## config.mk

```make
export PLATFORM = sky130hd
export DESIGN_NAME = sdcc_ctrl
export DESIGN_NICKNAME = d
export VERILOG_FILES = /design/src/sdcc_pkg.sv /design/src/sdcc_wait.sv /design/src/sdcc_ctrl.sv
export SDC_FILE = /design/constraint.sdc
export NUM_CORES = 1
export LEC_CHECK = 0
export ABC_AREA = 1
export BUFFER_PORTS_ARGS = -buffer_cell sky130_fd_sc_hd__buf_2
export CAP_MARGIN = 10
export CORE_UTILIZATION = 50
export CTS_BUF_LIST = sky130_fd_sc_hd__clkbuf_4 sky130_fd_sc_hd__clkbuf_8 sky130_fd_sc_hd__clkbuf_16
export DETAILED_ROUTE_END_ITERATION = 12
export PLACE_DENSITY = 0.73
export SYNTH_ARGS = -nofsm -noshare
export SYNTH_HDL_FRONTEND = slang
export SYNTH_SLANG_ARGS = --single-unit
```

## constraint.sdc

```tcl
create_clock -name ref_clk -period 2.5 [get_ports ref_clk]
set_input_delay 0.75 -clock ref_clk [delete_from_list [all_inputs] [get_ports ref_clk]]
set_output_delay 0.75 -clock ref_clk [all_outputs]
set_load 0.005 [all_outputs]
```

## src/sdcc_pkg.sv

```systemverilog
// Package with register map, field layout and timing constants of the SDRAM controller.
package sdcc_pkg;
    localparam logic [7:0] ADDR_TIMING = 8'h00;
    localparam logic [7:0] ADDR_SREXIT = 8'h04;
    localparam logic [7:0] ADDR_REFRESH = 8'h08;
    localparam logic [7:0] ADDR_CONFIG = 8'h0C;
    localparam logic [7:0] ADDR_STATUS = 8'h10;
    localparam int RFC_HI = 31;
    localparam int RFC_LO = 27;
    localparam int RP_HI = 26;
    localparam int RP_LO = 24;
    localparam int RCD_HI = 22;
    localparam int RCD_LO = 20;
    localparam int WR_HI = 18;
    localparam int WR_LO = 16;
    localparam int RAS_HI = 15;
    localparam int RAS_LO = 12;
    localparam int RC_HI = 11;
    localparam int RC_LO = 8;
    localparam int RRD_HI = 6;
    localparam int RRD_LO = 4;
    localparam int SR_BIT = 31;
    localparam int NM_BIT = 14;
    localparam int CL_HI = 11;
    localparam int CL_LO = 9;
    localparam int UNLOCK_BIT = 8;
    localparam int BANK_HI = 6;
    localparam int BANK_LO = 4;
    localparam int PAGE_HI = 2;
    localparam int PAGE_LO = 0;
    localparam logic [31:0] TIMING_MASK = 32'hFF77F770;
    localparam logic [31:0] CONFIG_MASK = 32'h80004E77;
    localparam logic [31:0] TIMING_RST = 32'hFF77F770;
    localparam logic [31:0] CONFIG_RST = 32'h00000620;
    localparam logic [4:0] SREXIT_RST = 5'h1F;
    localparam logic [12:0] REFRESH_RST = 13'h061A;
    localparam logic [3:0] INIT_REFRESHES = 4'h8;
    typedef enum logic [2:0] {
        SDCC_INIT_PRE, SDCC_INIT_REF, SDCC_INIT_MRS, SDCC_IDLE,
        SDCC_REFRESH, SDCC_SELF, SDCC_EXIT
    } sdcc_state_t;
endpackage : sdcc_pkg

```

## src/sdcc_wait.sv

```systemverilog
// Down counter that times a minimum interval of a field value plus one cycles.
`timescale 1ns/100ps
module sdcc_wait (
    input wire logic ref_clk,
    input wire logic rst,
    input wire logic load,
    input wire logic [12:0] value,
    output logic busy
);
    logic [12:0] count;
    logic [12:0] next_count;

    // RQ4 plus one wait
    always_comb begin
        next_count = count;
        if (load) begin
            next_count = value;
        end else if (count != 13'h0000) begin
            next_count = count - 13'h0001;
        end
    end

    always_ff @(posedge ref_clk) begin
        if (rst) begin
            count <= 13'h0000;
        end else begin
            count <= next_count;
        end
    end

    // Busy comes from the count alone, so the load decision never loops back on itself.
    assign busy = count != 13'h0000;
endmodule : sdcc_wait

```

## src/sdcc_ctrl.sv

```systemverilog
// Register file, sequencer and refresh timer of the SDRAM controller.
// Operation
// RQ1: Self-refresh request bit 31 enters self-refresh; clearing it exits.
// RQ2: Top-byte-only config write changes self-refresh without starting initialization.
// RQ3: Software enters self-refresh before changing interface clock, then clears it.
// RQ4: Each timing field waits at least value plus one cycles; only RP, RFC and RRD set a wait, RCD, WR, RAS and RC are stored but unused.
// RQ5: Timing register holds seven fields at their fixed bit positions; TIMING_MASK clears bit 11, so RC keeps only bits 10-8.
// RQ6: After clock enable rises, wait exit time plus one before commands.
// RQ7: Auto-refresh request issued every refresh interval cycles.
// RQ8: Software writes timing, exit, refresh, then config; accesses then accepted.
// RQ9: Narrow bus select at bit 14 chooses a 16-bit data bus.
// RQ10: Cas latency select in bits 11-9 sets read latency.
// RQ11: Latency field updates only when the unlock bit is written one.
// RQ12: Bank count field bits 6-4 selects internal bank count.
// RQ13: Row length field bits 2-0 selects page size.
// RQ14: Lower-byte config write restarts initialization with new settings.
// RQ15: Refresh suppressed during self-refresh; resumes after exit delay.
//
// Added by the designer: the placing of the registers and the Wishbone register port.
`timescale 1ns/100ps
module sdcc_ctrl (
    input wire logic ref_clk,
    input wire logic rst,
    input wire logic wb_cyc_i,
    input wire logic wb_stb_i,
    input wire logic wb_we_i,
    input wire logic [7:0] wb_adr_i,
    input wire logic [3:0] wb_sel_i,
    input wire logic [31:0] wb_dat_i,
    output logic [31:0] wb_dat_o,
    output logic wb_ack_o,
    output logic sdram_cke,
    output logic [2:0] sdram_cmd,
    output logic sdram_ready,
    output logic narrow_bus,
    output logic [2:0] cas_latency,
    output logic [2:0] bank_count,
    output logic [2:0] page_size
);
    localparam logic [2:0] CMD_NOP = 3'h0;
    localparam logic [2:0] CMD_PRE = 3'h1;
    localparam logic [2:0] CMD_REF = 3'h2;
    localparam logic [2:0] CMD_MRS = 3'h3;
    localparam logic [2:0] CMD_SRE = 3'h4;

    function automatic logic [31:0] merge(input logic [31:0] old, input logic [31:0] din,
                                          input logic [3:0] sel);
        logic [31:0] res;
        res = old;
        for (int i = 0; i < 4; i++) begin
            if (sel[i]) begin
                res[i*8 +: 8] = din[i*8 +: 8];
            end
        end
        return res;
    endfunction : merge

    logic [31:0] timing;
    logic [31:0] config_reg;
    logic [4:0] srexit;
    logic [12:0] refresh;
    logic ack;
    logic [31:0] rdata;
    logic init_req;
    logic [31:0] next_timing;
    logic [31:0] next_config;
    logic [4:0] next_srexit;
    logic [12:0] next_refresh;
    logic next_ack;
    logic [31:0] next_rdata;
    logic next_init_req;
    logic wr;
    logic [31:0] cfg_w;
    sdcc_pkg::sdcc_state_t state;
    logic ref_due;

    assign wr = wb_cyc_i && wb_stb_i && wb_we_i && !ack;

    always_comb begin
        next_timing = timing;
        next_config = config_reg;
        next_srexit = srexit;
        next_refresh = refresh;
        next_init_req = 1'b0;
        next_ack = wb_cyc_i && wb_stb_i && !ack;
        next_rdata = 32'h00000000;
        cfg_w = merge(config_reg, wb_dat_i, wb_sel_i) & sdcc_pkg::CONFIG_MASK;
        if (wr) begin
            if (wb_adr_i == sdcc_pkg::ADDR_TIMING) begin
                // RQ5 timing fields
                next_timing = merge(timing, wb_dat_i, wb_sel_i) & sdcc_pkg::TIMING_MASK;
            end else if (wb_adr_i == sdcc_pkg::ADDR_SREXIT) begin
                next_srexit = sel_merge_low5(srexit, wb_dat_i, wb_sel_i[0]);
            end else if (wb_adr_i == sdcc_pkg::ADDR_REFRESH) begin
                next_refresh = {wb_sel_i[1] ? wb_dat_i[12:8] : refresh[12:8],
                                wb_sel_i[0] ? wb_dat_i[7:0] : refresh[7:0]};
            end else if (wb_adr_i == sdcc_pkg::ADDR_CONFIG) begin
                // RQ11 latency unlock
                if (!(wb_sel_i[1] && wb_dat_i[sdcc_pkg::UNLOCK_BIT])) begin
                    cfg_w[sdcc_pkg::CL_HI:sdcc_pkg::CL_LO] =
                        config_reg[sdcc_pkg::CL_HI:sdcc_pkg::CL_LO];
                end
                cfg_w[sdcc_pkg::UNLOCK_BIT] = 1'b0;
                next_config = cfg_w;
                // RQ2 RQ14 init on low bytes
                next_init_req = |wb_sel_i[2:0];
            end
        end
        if (wb_adr_i == sdcc_pkg::ADDR_TIMING) begin
            next_rdata = timing;
        end else if (wb_adr_i == sdcc_pkg::ADDR_SREXIT) begin
            next_rdata = {27'h0000000, srexit};
        end else if (wb_adr_i == sdcc_pkg::ADDR_REFRESH) begin
            next_rdata = {19'h00000, refresh};
        end else if (wb_adr_i == sdcc_pkg::ADDR_CONFIG) begin
            next_rdata = config_reg;
        end else if (wb_adr_i == sdcc_pkg::ADDR_STATUS) begin
            next_rdata = {29'h00000000, status_bits()};
        end
    end

    function automatic logic [4:0] sel_merge_low5(input logic [4:0] old, input logic [31:0] din,
                                                  input logic sel0);
        return sel0 ? din[4:0] : old;
    endfunction : sel_merge_low5

    sdcc_pkg::sdcc_state_t next_state;
    logic [12:0] ref_count;
    logic [12:0] next_ref_count;
    logic next_ref_due;
    logic [3:0] init_left;
    logic [3:0] next_init_left;
    logic next_cke;
    logic [2:0] next_cmd;
    logic next_ready;
    logic wait_load;
    logic [12:0] wait_value;
    logic wait_busy;
    logic ref_hit;

    function automatic logic [2:0] status_bits();
        return {state == sdcc_pkg::SDCC_SELF, ref_due, state == sdcc_pkg::SDCC_IDLE};
    endfunction : status_bits

    sdcc_wait u_wait (
        .ref_clk(ref_clk),
        .rst(rst),
        .load(wait_load),
        .value(wait_value),
        .busy(wait_busy)
    );

    always_comb begin
        next_state = state;
        next_ref_count = ref_count;
        next_ref_due = ref_due;
        next_init_left = init_left;
        next_cke = sdram_cke;
        next_cmd = CMD_NOP;
        next_ready = 1'b0;
        wait_load = 1'b0;
        wait_value = 13'h0000;
        ref_hit = 1'b0;
        // RQ7 refresh interval
        if (ref_count + 13'h0001 >= refresh) begin
            next_ref_count = 13'h0000;
            // RQ15 suppress in self-refresh
            if (state != sdcc_pkg::SDCC_SELF && state != sdcc_pkg::SDCC_EXIT) begin
                next_ref_due = 1'b1;
                ref_hit = 1'b1;
            end
        end else begin
            next_ref_count = ref_count + 13'h0001;
        end
        if (!wait_busy) begin
            case (state)
                sdcc_pkg::SDCC_INIT_PRE: begin
                    next_cke = 1'b1;
                    next_cmd = CMD_PRE;
                    wait_load = 1'b1;
                    wait_value = {10'h000, timing[sdcc_pkg::RP_HI:sdcc_pkg::RP_LO]};
                    next_init_left = sdcc_pkg::INIT_REFRESHES;
                    next_state = sdcc_pkg::SDCC_INIT_REF;
                end
                sdcc_pkg::SDCC_INIT_REF: begin
                    next_cmd = CMD_REF;
                    wait_load = 1'b1;
                    wait_value = {8'h00, timing[sdcc_pkg::RFC_HI:sdcc_pkg::RFC_LO]};
                    next_init_left = init_left - 4'h1;
                    if (init_left == 4'h1) begin
                        next_state = sdcc_pkg::SDCC_INIT_MRS;
                    end
                end
                sdcc_pkg::SDCC_INIT_MRS: begin
                    next_cmd = CMD_MRS;
                    wait_load = 1'b1;
                    wait_value = {10'h000, timing[sdcc_pkg::RRD_HI:sdcc_pkg::RRD_LO]};
                    next_ref_due = 1'b0;
                    next_state = sdcc_pkg::SDCC_IDLE;
                end
                sdcc_pkg::SDCC_IDLE: begin
                    // RQ8 ready after config
                    next_ready = 1'b1;
                    if (init_req) begin
                        next_ready = 1'b0;
                        next_state = sdcc_pkg::SDCC_INIT_PRE;
                    end else if (config_reg[sdcc_pkg::SR_BIT]) begin
                        // RQ1 enter self-refresh
                        next_ready = 1'b0;
                        next_cmd = CMD_SRE;
                        next_cke = 1'b0;
                        next_ref_due = 1'b0;
                        next_state = sdcc_pkg::SDCC_SELF;
                    end else if (ref_due) begin
                        next_ready = 1'b0;
                        next_state = sdcc_pkg::SDCC_REFRESH;
                    end
                end
                sdcc_pkg::SDCC_REFRESH: begin
                    // RQ4 refresh cycle time
                    next_cmd = CMD_REF;
                    next_ref_due = ref_hit;
                    wait_load = 1'b1;
                    wait_value = {8'h00, timing[sdcc_pkg::RFC_HI:sdcc_pkg::RFC_LO]};
                    next_state = sdcc_pkg::SDCC_IDLE;
                end
                sdcc_pkg::SDCC_SELF: begin
                    next_ref_due = 1'b0;
                    if (!config_reg[sdcc_pkg::SR_BIT]) begin
                        // RQ1 RQ6 exit and wait
                        next_cke = 1'b1;
                        wait_load = 1'b1;
                        wait_value = {8'h00, srexit};
                        next_state = sdcc_pkg::SDCC_EXIT;
                    end
                end
                sdcc_pkg::SDCC_EXIT: begin
                    next_ref_count = 13'h0000;
                    next_state = sdcc_pkg::SDCC_IDLE;
                end
                default: begin
                    next_state = sdcc_pkg::SDCC_INIT_PRE;
                end
            endcase
        end
    end

    // A pending restart is held until the sequencer can take it.
    logic init_pending;
    logic next_init_pending;
    always_comb begin
        next_init_pending = init_pending;
        if (next_init_req) begin
            next_init_pending = 1'b1;
        end else if (!wait_busy && state == sdcc_pkg::SDCC_IDLE) begin
            next_init_pending = 1'b0;
        end
    end
    assign init_req = init_pending;

    always_ff @(posedge ref_clk) begin
        if (rst) begin
            timing <= sdcc_pkg::TIMING_RST;
            config_reg <= sdcc_pkg::CONFIG_RST;
            srexit <= sdcc_pkg::SREXIT_RST;
            refresh <= sdcc_pkg::REFRESH_RST;
            ack <= 1'b0;
            rdata <= 32'h00000000;
            init_pending <= 1'b0;
            state <= sdcc_pkg::SDCC_INIT_PRE;
            ref_count <= 13'h0000;
            ref_due <= 1'b0;
            init_left <= 4'h0;
            sdram_cke <= 1'b0;
            sdram_cmd <= 3'h0;
            sdram_ready <= 1'b0;
            narrow_bus <= 1'b0;
            cas_latency <= 3'h3;
            bank_count <= 3'h2;
            page_size <= 3'h0;
        end else begin
            timing <= next_timing;
            config_reg <= next_config;
            srexit <= next_srexit;
            refresh <= next_refresh;
            ack <= next_ack;
            rdata <= next_rdata;
            init_pending <= next_init_pending;
            state <= next_state;
            ref_count <= next_ref_count;
            ref_due <= next_ref_due;
            init_left <= next_init_left;
            sdram_cke <= next_cke;
            sdram_cmd <= next_cmd;
            sdram_ready <= next_ready;
            // RQ9 RQ10 RQ12 RQ13 fields
            narrow_bus <= config_reg[sdcc_pkg::NM_BIT];
            cas_latency <= config_reg[sdcc_pkg::CL_HI:sdcc_pkg::CL_LO];
            bank_count <= config_reg[sdcc_pkg::BANK_HI:sdcc_pkg::BANK_LO];
            page_size <= config_reg[sdcc_pkg::PAGE_HI:sdcc_pkg::PAGE_LO];
        end
    end

    assign wb_ack_o = ack;
    assign wb_dat_o = rdata;

    // RQ11 locked latency check
    a_cl_lock_hold: assert property (@(posedge ref_clk) disable iff (rst)
        (wr && wb_adr_i == sdcc_pkg::ADDR_CONFIG && !(wb_sel_i[1] && wb_dat_i[8]))
        |=> $stable(config_reg[11:9])) else $error("Latency changed without unlock.");
    // RQ2 top byte no init
    a_top_byte_noinit: assert property (@(posedge ref_clk) disable iff (rst)
        (wr && wb_adr_i == sdcc_pkg::ADDR_CONFIG && wb_sel_i == 4'h8 && !init_pending)
        |=> !init_pending) else $error("Top byte write started initialization.");
    // RQ14 low byte init
    a_low_byte_init: assert property (@(posedge ref_clk) disable iff (rst)
        (wr && wb_adr_i == sdcc_pkg::ADDR_CONFIG && wb_sel_i[0]) |=> init_pending)
        else $error("Low byte write did not request initialization.");
    // RQ1 self-refresh entry
    a_sr_entry: assert property (@(posedge ref_clk) disable iff (rst)
        (state == sdcc_pkg::SDCC_IDLE && !wait_busy && !init_pending && config_reg[31])
        |=> (state == sdcc_pkg::SDCC_SELF && !sdram_cke && sdram_cmd == 3'h4))
        else $error("Self-refresh not entered.");
    // RQ6 exit delay
    a_exit_wait: assert property (@(posedge ref_clk) disable iff (rst)
        (state == sdcc_pkg::SDCC_SELF && $past(state) == sdcc_pkg::SDCC_SELF
         && !config_reg[31] && !wait_busy)
        |=> sdram_cke ##1 (sdram_cmd == 3'h0)) else $error("Command too soon after exit.");
    // RQ15 no refresh in self-refresh
    a_no_ref_self: assert property (@(posedge ref_clk) disable iff (rst)
        (state == sdcc_pkg::SDCC_SELF) |-> !ref_due) else $error("Refresh due in self-refresh.");
    // RQ7 refresh flagged
    a_ref_flag: assert property (@(posedge ref_clk) disable iff (rst)
        (ref_count + 13'h0001 == refresh && refresh != 13'h0000
         && state == sdcc_pkg::SDCC_IDLE && !config_reg[31])
        |=> ref_due) else $error("Refresh interval missed.");
    // RQ4 refresh spacing
    a_ref_spacing: assert property (@(posedge ref_clk) disable iff (rst)
        (sdram_cmd == 3'h2 && timing[31:27] != 5'h00) |=> (sdram_cmd == 3'h0))
        else $error("Command inside refresh cycle time.");
endmodule : sdcc_ctrl

```

==> After elaboration in Yosys (flattened, before gate mapping) <==
Index checks and enable logic that the tools add are counted.
{ "totals": {"word_cells": 142, "output_inout_bits": 48, "register_bits": 136, "input_bits": 49} }
{ "op_classes": {"add_sub_neg": 3, "reduce_logical": 40, "magnitude_cmp": 1, "n_bitwise": 5, "n_eq_ne": 18, "muxes": 46} }
{ "op_table": {"columns": ["cell", "n"], "rows": [
  ["32-bit 2-to-1 mux", 4],
  ["13-bit 2-to-1 mux", 5],
  ["3-bit 2-to-1 mux", 8],
  ["1-bit 2-to-1 mux", 20],
  ["5-bit one-hot mux with 4 select lines", 1],
  ["6-bit AND reduction", 3],
  ["8-bit by 4-bit == test with 1-bit output, second input constant", 2],
  ["3-bit one-hot mux with 5 select lines", 1],
  ["5-bit AND reduction", 3],
  ["13-bit by 1-bit adder with 13-bit output, second input constant", 1],
  ["13-bit >= comparator", 1],
  ["13-bit nonzero test", 1],
  ["13-bit by 1-bit subtractor with 13-bit output, second input constant", 1],
  ["3-bit one-hot mux with 4 select lines", 1],
  ["3-bit AND reduction", 4],
  ["5-bit 2-to-1 mux", 2],
  ["5-bit OR reduction", 2],
  ["3-bit == test, second input constant", 3],
  ["3-bit OR reduction", 3],
  ["8-bit by 3-bit == test with 1-bit output, second input constant", 1],
  ["8-bit by 5-bit == test with 1-bit output, second input constant", 1],
  ["8-bit logical NOT", 1],
  ["2-bit != test, second input constant", 4],
  ["4-bit one-hot mux with 2 select lines", 1],
  ["19 further kinds", 39]
]} }

==> Longest topological paths before layout <==
Gate-level depths: netlist (run 1).
{ "depth": {"ltp_word": 8, "ltp_mapped": 19, "depth_no_buf": 19} }

==> Cells and area by module <==
Synthesis (run 1) repeated with hierarchy kept, for this count alone.
{ "hier_totals": {"cells_unflattened": 811, "hier_area_um2": 6212.2} }
{ "by_module_without_submodules": {"columns": ["mod", "seq_area_each_um2", "n_inst", "cells_per_inst", "area_per_inst_um2"], "rows": [
  ["sdcc_ctrl", 2422.3, 1, 674, 5248.8],
  ["sdcc_wait", 260.2, 1, 137, 963.4]
]} }

==> Least setup slack after synthesis (run 1) <==
OpenSTA, ideal clock, no wires.
{ "synth_path": {"kind": "register to register", "from": "register ref_count[0]", "to": "register ref_count[9]", "arrival_time_ns": 2.623, "n_path_buf": 1, "path_stages_with_launch": 19, "setup_slack_ns": -0.185, "path_cell_list": "dfxtp_1 > ha_1 > nand2_1 > nor2_1 > nand2_1 > nor3_1 > nand4_1 > xor2_1 > inv_1 > ha_1 > nand2_1 > inv_1 > nand2_1 > nand3_1 > nor2_1 > nand3_1 > or2_4 > buf_12 > nor2_2"} }
{ "synth_via": {"elab_chain_cells": 5} }
{ "synth_rtl": {"columns": ["item", "line", "source"], "rows": [
  ["start: declaration", "sdcc_ctrl.sv:128", "logic [12:0] ref_count;"],
  ["start signal: assignment", "sdcc_ctrl.sv:290", "ref_count <= next_ref_count;"],
  ["13-bit by 1-bit adder with 13-bit output (*)", "sdcc_ctrl.sv:165, sdcc_ctrl.sv:173", null],
  ["13-bit >= comparator", "sdcc_ctrl.sv:165", "if (ref_count + 13'h0001 >= refresh) begin"],
  ["13-bit 2-to-1 mux (*)", "sdcc_ctrl.sv:165", null],
  ["13-bit 2-to-1 mux", "sdcc_ctrl.sv:176", "case (state)"],
  ["13-bit 2-to-1 mux (*)", "sdcc_ctrl.sv:175", "if (!wait_busy) begin"]
]} }
Mark *: on every way between the ends. The rest lies on a longest branch, timed or not.
A chain may end at the register's enable or synchronous reset.

==> Final worst setup path (run 1) <==
{ "layout_path": {"from": "register ref_count[0]", "to": "register ref_count[0]"} }
Same word-level chain as after synthesis.

==> results.md, run 1 <==
* Clock Sink Count at 134
* Diodes inserted at 0
* Number of nets in the layout at ~940
* Required time of the critical path at approximately 2.9 ns
* Final Slew Violations at 0
* Number of enable flip-flop cells after synthesis at 0
* Clk_skew at between 0.006 and 0.007 ns
* Post-DP Area at 0.00661 mm^2
* Clock Latency Late Sink at between 0.4 and 0.5 ns
* Relative slew slack at 0.608
* Static leakage at roughly 3.6 nW
* Area of all placed cells without fillers at between 0.007 and 0.008 mm^2
* Max-cap violations at 0
* Total die area at 0.0122 mm^2
* Final weighted congestion of routability-driven global placement at 0.884
* Seq cells post-synth at 134
* Maximum clock insertion buffer count at 2
* Number of rows created at floorplan at 39
* Flip-flop count of the largest register, all copies and words added at 30
* Most common library cell in the layout ignoring fill and taps: sky130_fd_sc_hd__dfxtp_1
* Number of library cell types mapped by synthesis at 47
* HP Start: config_reg[9]$_SDFFE_PP1P_
* Reg-to-reg startpoint: ref_count[0]$_SDFF_PP0_
* Synthesis-to-finish area growth at 26.3%
* Share of the clock period used by the worst path at 1.11
* Largest net degree at the start of global routing at 39
* Type of the setup path with the least slack: register to register
* Startpoint type of the worst setup path: register
* Unrepaired setup endpoints after global routing: true
* Final min period at 2.77 ns
* Antenna violations before repair at 0
* Aggregate global-route resource usage at 0.257
* Via count of the first global-routing pass at 5,383
* Post-DRT Antenna Nets at 0
* Count of mapped cells out of synthesis at 750
* Part of the Yosys area used for sequential elements at 0.455
* Synth area leader: sky130_fd_sc_hd__dfxtp_1
* Maximum clock rate at 361 MHz
* Violated checks: setup timing
* Largest fanout on the critical path at 6
* Top_reg_cell synth: sky130_fd_sc_hd__dfxtp_1
* CTS H-Tree Depth at 4
* Input/output buffers at 92
* TNS Setup at -3.34 ns
* Post-synthesis async set-or-reset flop share at 0
* Hold path endpoint: cas_latency[0]$_SDFF_PP1_
* Most used cells in the layout excluding fill and tap cells: sky130_fd_sc_hd__dfxtp_1 (132), sky130_fd_sc_hd__nand2_1 (119), sky130_fd_sc_hd__inv_1 (110)
* Placed wire-length estimate at 10,900 um
* Overall die height at about 110 um
* Synth top area cells: sky130_fd_sc_hd__dfxtp_1 (46%), sky130_fd_sc_hd__nand2_1 (7.9%), sky130_fd_sc_hd__inv_1 (7.1%)
* Starting DRC count in detailed routing at 283
* Per-cell routed wire length at 14.6 um
* Number of warning messages in the yosys log at 0
* Detailed-route via count at 5,387
* Clock tree from TritonCTS: done
* Clock root cell: sky130_fd_sc_hd__clkbuf_16
* Final std cells w/o fill at 1,032
* Number of buffers added by the clock tree synthesis step at 17
* Cell count after placement at ~1,000
* Clock slew at the register clock pins of the worst setup and hold paths at approximately 0.06 ns
* Endpoint kind of the worst setup timing path: register
* Post-synth design cell area at 0.00589 mm^2
* Hold violation total from the final report at 0
* Worst Hold Class: register to register
* Cell depth of the worst flop-to-flop path at 17
* Final critical-path setup slack at -0.268 ns
* Drt drc at 0
* Transition time of the tightest slew-check pin at approximately 0.58 ns
* Endpoint of the most critical register-to-register path: ref_count[0]$_SDFF_PP0_
* Post-DR vias/cell at around 5.2
* Count of cells along the worst hold path at 2
* Run status: finished, violations left
* Number of setup violations in the final report at 14
* Wire length reported by the detailed router at 15,000 um
* First-pass GRT wire length at 25,100 um
* GRT Residual Overflow at 0
* Pwr per Cell Area at 806 mW/mm^2
* Crit path arrival time at 3.12 ns
* Worst voltage drop across the vdd grid at roughly 0.68 mV
* Share of cells above drive strength 1 at 0.273
* I/O pin total at 97
* Initial core utilization at 0.514
* Detailed-routing iteration count for the pre-antenna-repair pass at 8
* Core Area at 0.0115 mm^2
* Synthesized area divided by synthesized cell count at 7.86 um^2
* Flop-to-flop setup slack at -0.27 ns
* Synth top area share at 0.455
* Die Wd at 111 um
what timing repair did:
item                                    4_1_cts  5_1_grt
cloned                                        1        0
resized for setup                            12       12
pin swaps                                    14       14
endpoints found under the setup margin       14       14
buffers inserted                             10        4
hold buffers                                  0        0
how the worst max path moves through the flow:
stage               cells after the start                     from                  endpoint  slack, ns
global placement                       17  ref_count[1]$_SDFF_PP0_  ref_count[12]$_SDFF_PP0_      -0.13
floorplan                              18  ref_count[0]$_SDFF_PP0_   ref_count[1]$_SDFF_PP0_      -0.03
CTS                                    17  ref_count[0]$_SDFF_PP0_   ref_count[0]$_SDFF_PP0_      -0.12
finish                                 17  ref_count[0]$_SDFF_PP0_   ref_count[0]$_SDFF_PP0_      -0.27
detailed placement                     17  ref_count[0]$_SDFF_PP0_  ref_count[12]$_SDFF_PP0_      -0.22
global route                           19  ref_count[0]$_SDFF_PP0_        ref_due$_SDFF_PP0_      -0.44
cells by family after synthesis:
group                      count (synthesis)  share of synthesized area
other                                      1                   0.000636
adders and majority gates                 17                     0.0361
AOI/OAI and AO/OA                        142                      0.146
DFF                                      134                      0.455
buffers and inverters                    139                     0.0951
xor gates and xnor gates                  12                     0.0178
and+or+nand+nor                          305                      0.250
power by group:
part           internal [mW]  switching, mW
clock network           1.68          0.935
registers               2.25          0.106
logic                  0.381          0.647
total                   4.31           1.69
cells in the mapped netlist, drive strengths merged, types with 2 or more instances:
cell type	number
dfxtp	134
nand2	131
inv	117
nor2	110
o21ai	51
a21oi	39
nand3	33
o211ai	29
ha	17
nor3	16
buf	12
xor2	10
clkbuf	9
o22ai	9
nand4	8
a211oi	5
nor4	3
a31oi	2
nor3b	2
o21bai	2
or2	2
xnor2	2
stage by stage:
step | setup slack (ns) | hold slack (ns) | power, mW | util
after global placement | -0.130 | 0.416 | 3.35 | 0.576
after detailed placement | -0.220 | 0.415 | 3.40 | 0.576
after floorplan | -0.0253 | 0.398 | 3.16 | -
final | -0.268 | 0.435 | 6.00 | 0.649
after global routing | -0.440 | 0.460 | 6.25 | 0.649
after CTS | -0.120 | 0.437 | 6.01 | 0.642
routing by layer:
layer,wire length [um],global-route usage
met4,498,0.123
met2,7390,0.438
met1,6410,0.301
met5,0,0
met3,741,0.0653
worst max-delay path: stages (launching register included):
cell	delay, ns
sky130_fd_sc_hd__dfxtp_4	0.36
sky130_fd_sc_hd__ha_4	0.14
sky130_fd_sc_hd__nand2_4	0.05
sky130_fd_sc_hd__nor2_4	0.12
sky130_fd_sc_hd__nand2_2	0.09
sky130_fd_sc_hd__nor3_4	0.22
sky130_fd_sc_hd__nand4_1	0.14
sky130_fd_sc_hd__xor2_1	0.23
sky130_fd_sc_hd__inv_1	0.12
sky130_fd_sc_hd__ha_4	0.27
sky130_fd_sc_hd__nand2_4	0.07
sky130_fd_sc_hd__inv_2	0.04
sky130_fd_sc_hd__nand2_1	0.06
sky130_fd_sc_hd__nand3_1	0.07
sky130_fd_sc_hd__nor2_1	0.13
sky130_fd_sc_hd__nand3_2	0.12
sky130_fd_sc_hd__or2_4	0.33
sky130_fd_sc_hd__nor2_1	0.11
area by class of cell:
class	instances	area, um^2
Fill cell	954	4020
Clock buffer	18	439
Inverter	118	443
Multi-Input combinational cell	479	2790
Timing Repair Buffer	126	719
Clock inverter	14	181
Sequential cell	134	2690
Tap cell	143	179
No activity file was read; power rests on OpenSTA's default activity.
==> inputs of run 2 (changes only) <==
Settings changed: CORE_UTILIZATION 50 to 35, PLACE_DENSITY 0.73 to 0.54.
==> run 2 against run 1 <==
  * The run still ends with setup timing left
  * Flip-flop and latch count is the same
  * Critical path depth increased by 2
  * Maximum frequency grew 7.5%
  * First-iteration DRC count decreased by 11%
  * Worst setup slack better by 0.19 ns
  * Critical path type unchanged
  * Critical endpoint is now ref_due$_SDFF_PP0_
==> results.md, run 2 (synthesis results as in run 1) <==
* Fraction of power consumed by combinational cells at 0.166
* Final min period at around 2.6 ns
* Post-Route Utilization at 0.460
* Input/output buffers at 92
* Startpoint type of the worst setup path: register
* Cell depth of the worst flop-to-flop path at 19
* Crit path arrival time at 2.86 ns
* Per-cell routed wire length at 13.5 um
* Setup slack after placement at -0.153 ns
* Clock slew at the register clock pins of the worst setup and hold paths at around 0.06 ns
* Clock network fraction of total power at 0.449
* Total Power at 6.09 mW
* Final std cells w/o fill at 1,112
* Post-DRT Antenna Nets at 0
* Cell internal power dissipation at 4.40 mW
* Most used cells in the layout excluding fill and tap cells: sky130_fd_sc_hd__dfxtp_1 (132), sky130_fd_sc_hd__nand2_1 (118), sky130_fd_sc_hd__inv_1 (110)
* Share of cells above drive strength 1 at 0.275
* Die Wd at 132 um
* Final Slew Violations at 0
* Flip-flop count of the largest register, all copies and words added at 30
* Flop-to-flop setup slack at -0.08 ns
* Placed wire-length estimate at 11,000 um
* Count of cells along the worst hold path at 2
* Hold path endpoint: wb_dat_o[16]$_SDFF_PP0_
* Synthesis-to-finish area growth at 28.8%
* Unrepaired setup endpoints after global routing: true
* Aggregate global-route resource usage at 0.177
* First-pass GRT wire length at 23,900 um
* Run status: finished, violations left
* Final critical-path setup slack at -0.0755 ns
* Type of the setup path with the least slack: register to register
* Initial core utilization at 0.357
* Maximum clock insertion buffer count at 2
* Final weighted congestion of routability-driven global placement at 0.796
* Max-cap violations at 0
* Maximum clock rate at 388 MHz
* Via count of the first global-routing pass at around 4,700
* Clk_skew at 0.00629 ns
* Most common library cell in the layout ignoring fill and taps: sky130_fd_sc_hd__dfxtp_1
* Transition time of the tightest slew-check pin at 0.507 ns
* Endpoint kind of the worst setup timing path: register
* Total die area at around 0.017 mm^2
* Post-DR vias/cell at 4.60
* Drt drc at 0
* Net switching power of the design at 1.69 mW
* Number of rows created at floorplan at 47
* CTS H-Tree Depth at 4
* Worst voltage drop across the vdd grid at 0.496 mV
* GRT Residual Overflow at 0
* I/O pin total at 97
* Relative slew slack at 0.657
* Clock Latency Late Sink at 0.42 ns
* Pwr per Cell Area at 802 mW/mm^2
* Clock tree from TritonCTS: done
* Diodes inserted at 0
* Required time of the critical path at between 2 and 3 ns
* Starting DRC count in detailed routing at around 250
* Violated checks: setup timing
* Clock Sink Count at 134
* Worst Hold Class: register to register
* Number of nets in the layout at 945
* Detailed-route via count at 5,110
* Share of the clock period used by the worst path at 1.03
* Reg-to-reg startpoint: ref_count[0]$_SDFF_PP0_
* Antenna violations before repair at 0
* Detailed-routing iteration count for the pre-antenna-repair pass at 5
* Number of buffers added by the clock tree synthesis step at 17
* Wire length reported by the detailed router at 15,000 um
* Largest net degree at the start of global routing at 36
* Hold violation total from the final report at 0
* Clock root cell: sky130_fd_sc_hd__clkbuf_16
* Fraction of power spent switching nets at 0.277
* Number of setup violations in the final report at 14
* HP Start: timing[16]$_SDFFE_PP1P_
* Core Area at between 0.015 and 0.02 mm^2
* Sequential share of power at 0.386
* Cell count after placement at between 1,000 and 1,500
* Largest fanout on the critical path at 3
* Static leakage at between 3 and 4 nW
* Overall die height at between 100 and 150 um
* Fill cells at 1,690
* Endpoint of the most critical register-to-register path: ref_due$_SDFF_PP0_
run 2: per-stage QoR:
step,cell area [um^2],hold slack (ns),setup TNS (ns)
final,7590,0.436,-0.575
after global routing,7590,0.463,-3.45
after CTS,7500,0.438,-0.241
after detailed placement,6770,0.427,-1.86
after global placement,6770,0.427,-1.29
after floorplan,5940,0.398,-0.208
run 2: critical path, stage by stage (launching register included):
cell	delay, ns
sky130_fd_sc_hd__dfxtp_4	0.36
sky130_fd_sc_hd__ha_4	0.14
sky130_fd_sc_hd__nand2_4	0.05
sky130_fd_sc_hd__nor2_4	0.10
sky130_fd_sc_hd__nand2_2	0.09
sky130_fd_sc_hd__nor3_4	0.19
sky130_fd_sc_hd__nand4_1	0.14
sky130_fd_sc_hd__xor2_1	0.21
sky130_fd_sc_hd__inv_1	0.10
sky130_fd_sc_hd__ha_4	0.28
sky130_fd_sc_hd__nand2_4	0.05
sky130_fd_sc_hd__nor2_4	0.13
sky130_fd_sc_hd__nand2_2	0.07
sky130_fd_sc_hd__nor2_2	0.09
sky130_fd_sc_hd__nor2_2	0.05
sky130_fd_sc_hd__nand3_2	0.11
sky130_fd_sc_hd__buf_6	0.13
sky130_fd_sc_hd__nand2_2	0.05
sky130_fd_sc_hd__nand3_2	0.05
sky130_fd_sc_hd__a21oi_1	0.06
run 2: cell type report:
cell class | instances | area (um^2) | share of cell area
clock inverter | 11 | 170 | 0.0224
tap | 220 | 275 | 0.0362
sequential | 134 | 2690 | 0.354
timing repair buffer | 129 | 754 | 0.0993
multi-input combinational | 479 | 2780 | 0.367
clock buffer | 21 | 480 | 0.0633
inverter | 118 | 443 | 0.0583
run 2: worst max-delay path by stage:
stage / start / to / slack (ns) / cells after the start
6_report: ref_count[0]$_SDFF_PP0_ / ref_due$_SDFF_PP0_ / -0.08 / 19
5_1_grt: ref_count[0]$_SDFF_PP0_ / ref_due$_SDFF_PP0_ / -0.27 / 19
4_1_cts: ref_count[0]$_SDFF_PP0_ / ref_due$_SDFF_PP0_ / -0.04 / 19
3_5_place_dp: ref_count[0]$_SDFF_PP0_ / ref_due$_SDFF_PP0_ / -0.15 / 18
3_3_place_gp: ref_count[0]$_SDFF_PP0_ / ref_due$_SDFF_PP0_ / -0.14 / 18
2_1_floorplan: ref_count[0]$_SDFF_PP0_ / ref_count[1]$_SDFF_PP0_ / -0.03 / 18
run 2: per-layer routing:
metal | wire [um] | GRT usage | vias to the layer above | part of all wire
met5 | 0 | 0 | - | 0
met4 | 187 | 0.0562 | 0 | 0.012
met3 | 488 | 0.0431 | 14 | 0.033
met2 | 7210 | 0.294 | 88 | 0.48
met1 | 7110 | 0.227 | 2320 | 0.47
li1 | - | - | 2688 | -
run 2: power groups by stage:
stage / combinational (mW) / sequential, mW / clock [mW]
floorplan: 0.782 / 2.38 / 0
global placement: 1.00 / 2.40 / 0
detailed placement: 1.01 / 2.40 / 0
CTS: 1.01 / 2.35 / 2.78
global route: 1.14 / 2.37 / 2.87
finish: 1.01 / 2.35 / 2.73
run 2: repair_timing:
item | 4_1_cts | 5_1_grt
gates resized for setup | 6 | 15
setup endpoints to repair | 14 | 14
cloned | 1 | 0
hold buffers | 0 | 0
buffers inserted | 6 | 4
pin swaps | 11 | 15
==> inputs of run 3 (changes only) <==
Clock period 2.5 ns to 2.2 ns, I/O delays scaled along.
==> run 3 against run 2 <==
  * The flow still finishes with violations (setup timing)
  * Die area unchanged
  * Non-clock buffer count increased by 10
  * Routed wire length rose by 1.7%
  * Flip-flop and latch count did not move
  * Clock skew grew 0.00073 ns
  * Sequential power grew 14%
  * Register-to-register slack got worse by 0.30 ns
  * Maximum frequency about the same
  * Critical path type unchanged
  * Critical endpoint unchanged
  * Largest cell class unchanged
==> results.md, run 3 (synthesis results as in run 1) <==
* Run status: finished, violations left
* Violated checks: setup timing
* Most used cells in the layout excluding fill and tap cells: sky130_fd_sc_hd__dfxtp_1 (131), sky130_fd_sc_hd__nand2_1 (118), sky130_fd_sc_hd__inv_1 (110)
* Total die area at 0.0174 mm^2
* Clock Sink Count at ~130
* Worst Hold Class: register to register
* Sequence of cells on the critical path: ha_4, nand2_4, nor2_4, nand2_2, nor3_4, nand4_1, xor2_1, inv_1, ha_4, nand2_4, nor2_4, nand2_2, nor2_2, nor2_2, nand3_2, buf_6, nand2_2, nand3_2, a21oi_1
* Flip-flop count of the largest register, all copies and words added at 30
* Core Area at 0.0165 mm^2
* CP dominant cell by count: sky130_fd_sc_hd__nand2_2
* Endpoint kind of the worst setup timing path: register
* Fraction of power spent switching nets at 0.284
* Relative slew slack at 0.592
* Pwr per Cell Area at 878 mW/mm^2
* Clock tree from TritonCTS: done
* Static leakage at roughly 3.7 nW
* I/O pin total at 97
* Critical-path cell with the highest stage delay: sky130_fd_sc_hd__dfxtp_2
* Final critical-path setup slack at -0.376 ns
* Detailed-route via count at 5,213
* Initial core utilization at 0.357
* Fill cells at 1,668
* Diodes inserted at 0
* Number of setup violations in the final report at 14
* Required time of the critical path at 2.51 ns
* Fraction of power consumed by combinational cells at 0.171
* Share of the clock period used by the worst path at 1.17
* Drt drc at 0
* Overall die height at roughly 130 um
* Clock Latency Late Sink at ~0.42 ns
* Net switching power of the design at 1.90 mW
* Post-Route Utilization at 0.461
* Final Slew Violations at 0
* Hold violation total from the final report at 0
* Antenna violations before repair at 0
* Post-DRT Antenna Nets at 0
* Synthesis-to-finish area growth at 29.3%
* Worst hold margin at 0.433 ns
* Final min period at 2.58 ns
* Number of nets in the layout at between 900 and 1,000
* Per-cell routed wire length at between 10 and 15 um
* Unrepaired setup endpoints after global routing: true
* Placed wire-length estimate at 11,400 um
* Maximum clock rate at 388 MHz
* Max-cap violations at 0
* Cell internal power dissipation at 4.79 mW
* GRT Residual Overflow at 0
* Most common library cell in the layout ignoring fill and taps: sky130_fd_sc_hd__dfxtp_1
* Share of cells above drive strength 1 at 0.284
* Startpoint type of the worst setup path: register
* Wire length reported by the detailed router at 15,300 um
* Aggregate global-route resource usage at 0.185
* Largest incremental delay on the critical path at 0.36 ns
* Final weighted congestion of routability-driven global placement at 0.823
* Clock network fraction of total power at 0.429
* Type of the setup path with the least slack: register to register
* Total Power at between 6 and 7 mW
* First-pass GRT wire length at about 25,000 um
* Sequential share of power at 0.399
* Maximum clock insertion buffer count at 2
* Input/output buffers at between 90 and 100
* Die Wd at 132 um
* Crit path arrival time at 2.88 ns
* Largest fanout on the critical path at 3
* Clock root cell: sky130_fd_sc_hd__clkbuf_16
* Clk_skew at about 0.007 ns
* Post-DR vias/cell at 4.65
* Number of rows created at floorplan at 47
* Largest net degree at the start of global routing at 33
* Number of buffers added by the clock tree synthesis step at 17
* Starting DRC count in detailed routing at around 250
* Detailed-routing iteration count for the pre-antenna-repair pass at 5
* Transition time of the tightest slew-check pin at 0.604 ns
* Worst voltage drop across the vdd grid at 0.581 mV
* Clock slew at the register clock pins of the worst setup and hold paths at 0.06 ns
* CTS H-Tree Depth at 4
* Via count of the first global-routing pass at 4,886
==> run 3: path summary, 6_finish.rpt <==
path                            from                      end  slack [ns]  cells past startpoint
min          timing[16]$_SDFFE_PP1P_  wb_dat_o[16]$_SDFF_PP0_        0.43                      2
max          ref_count[0]$_SDFF_PP0_       ref_due$_SDFF_PP0_       -0.38                     19
max reg2reg  ref_count[0]$_SDFF_PP0_       ref_due$_SDFF_PP0_       -0.38                     19
min reg2reg  timing[16]$_SDFFE_PP1P_  wb_dat_o[16]$_SDFF_PP0_        0.43                      2
==> run 3: through the flow <==
| stage | std cells | worst slack [ns] | cell area, um^2 | setup TNS [ns] |
|---|---|---|---|---|
| finish | 1121 | -0.376 | 7620 | -4.88 |
| global route | 1121 | -0.600 | 7620 | -8.06 |
| CTS | 1120 | -0.344 | 7580 | -4.44 |
| detailed placement | 1082 | -0.457 | 6870 | -6.21 |
| global placement | 1082 | -0.415 | 6870 | -5.58 |
| floorplan | 751 | -0.324 | 5940 | -3.82 |
==> run 3: area by class of cell <==
cell class / instances / area [um^2] / area share
multi-input cells: 479 / 2790 / 0.366
flip-flops and latches: 134 / 2690 / 0.353
repair buffers: 139 / 830 / 0.109
inverters: 118 / 443 / 0.0581
clock buffers: 19 / 440 / 0.0578
well taps: 220 / 275 / 0.0361
clock inverters: 12 / 156 / 0.0205
==> run 3: metal layers <==
layer	track usage	vias up	share of wire
li1	-	2716	-
met1	0.229	2392	0.46
met2	0.316	86	0.49
met3	0.0361	19	0.037
met4	0.0724	0	0.016
met5	0	-	0
==> run 3: power groups by stage <==
stage	combinational (mW)	sequential (mW)	clock [mW]
after floorplan	0.889	2.70	0
after global placement	1.14	2.72	0
after detailed placement	1.14	2.72	0
after CTS	1.15	2.67	2.93
after global routing	1.32	2.69	3.05
final	1.15	2.67	2.87
==> run 3: timing repair <==
action | 4_1_cts | 5_1_grt
gates resized for setup | 11 | 11
endpoints found under the setup margin | 14 | 14
buffers inserted | 6 | 2
endpoints found under the hold margin | 0 | 0
pin swaps | 15 | 21
hold buffers | 0 | 0
cloned | 1 | 0
==> run 3: worst max-delay path: cells and delay by family, from the launching register on <==
family	cells	cell delay [ns]
flip-flops	1	0.36
adder cells (fa/ha/maj)	2	0.44
XOR/XNOR	1	0.20
buffers and inverters	2	0.22
AND/OR/NAND/NOR	13	1.19
AO/OA/AOI/OAI	1	0.06
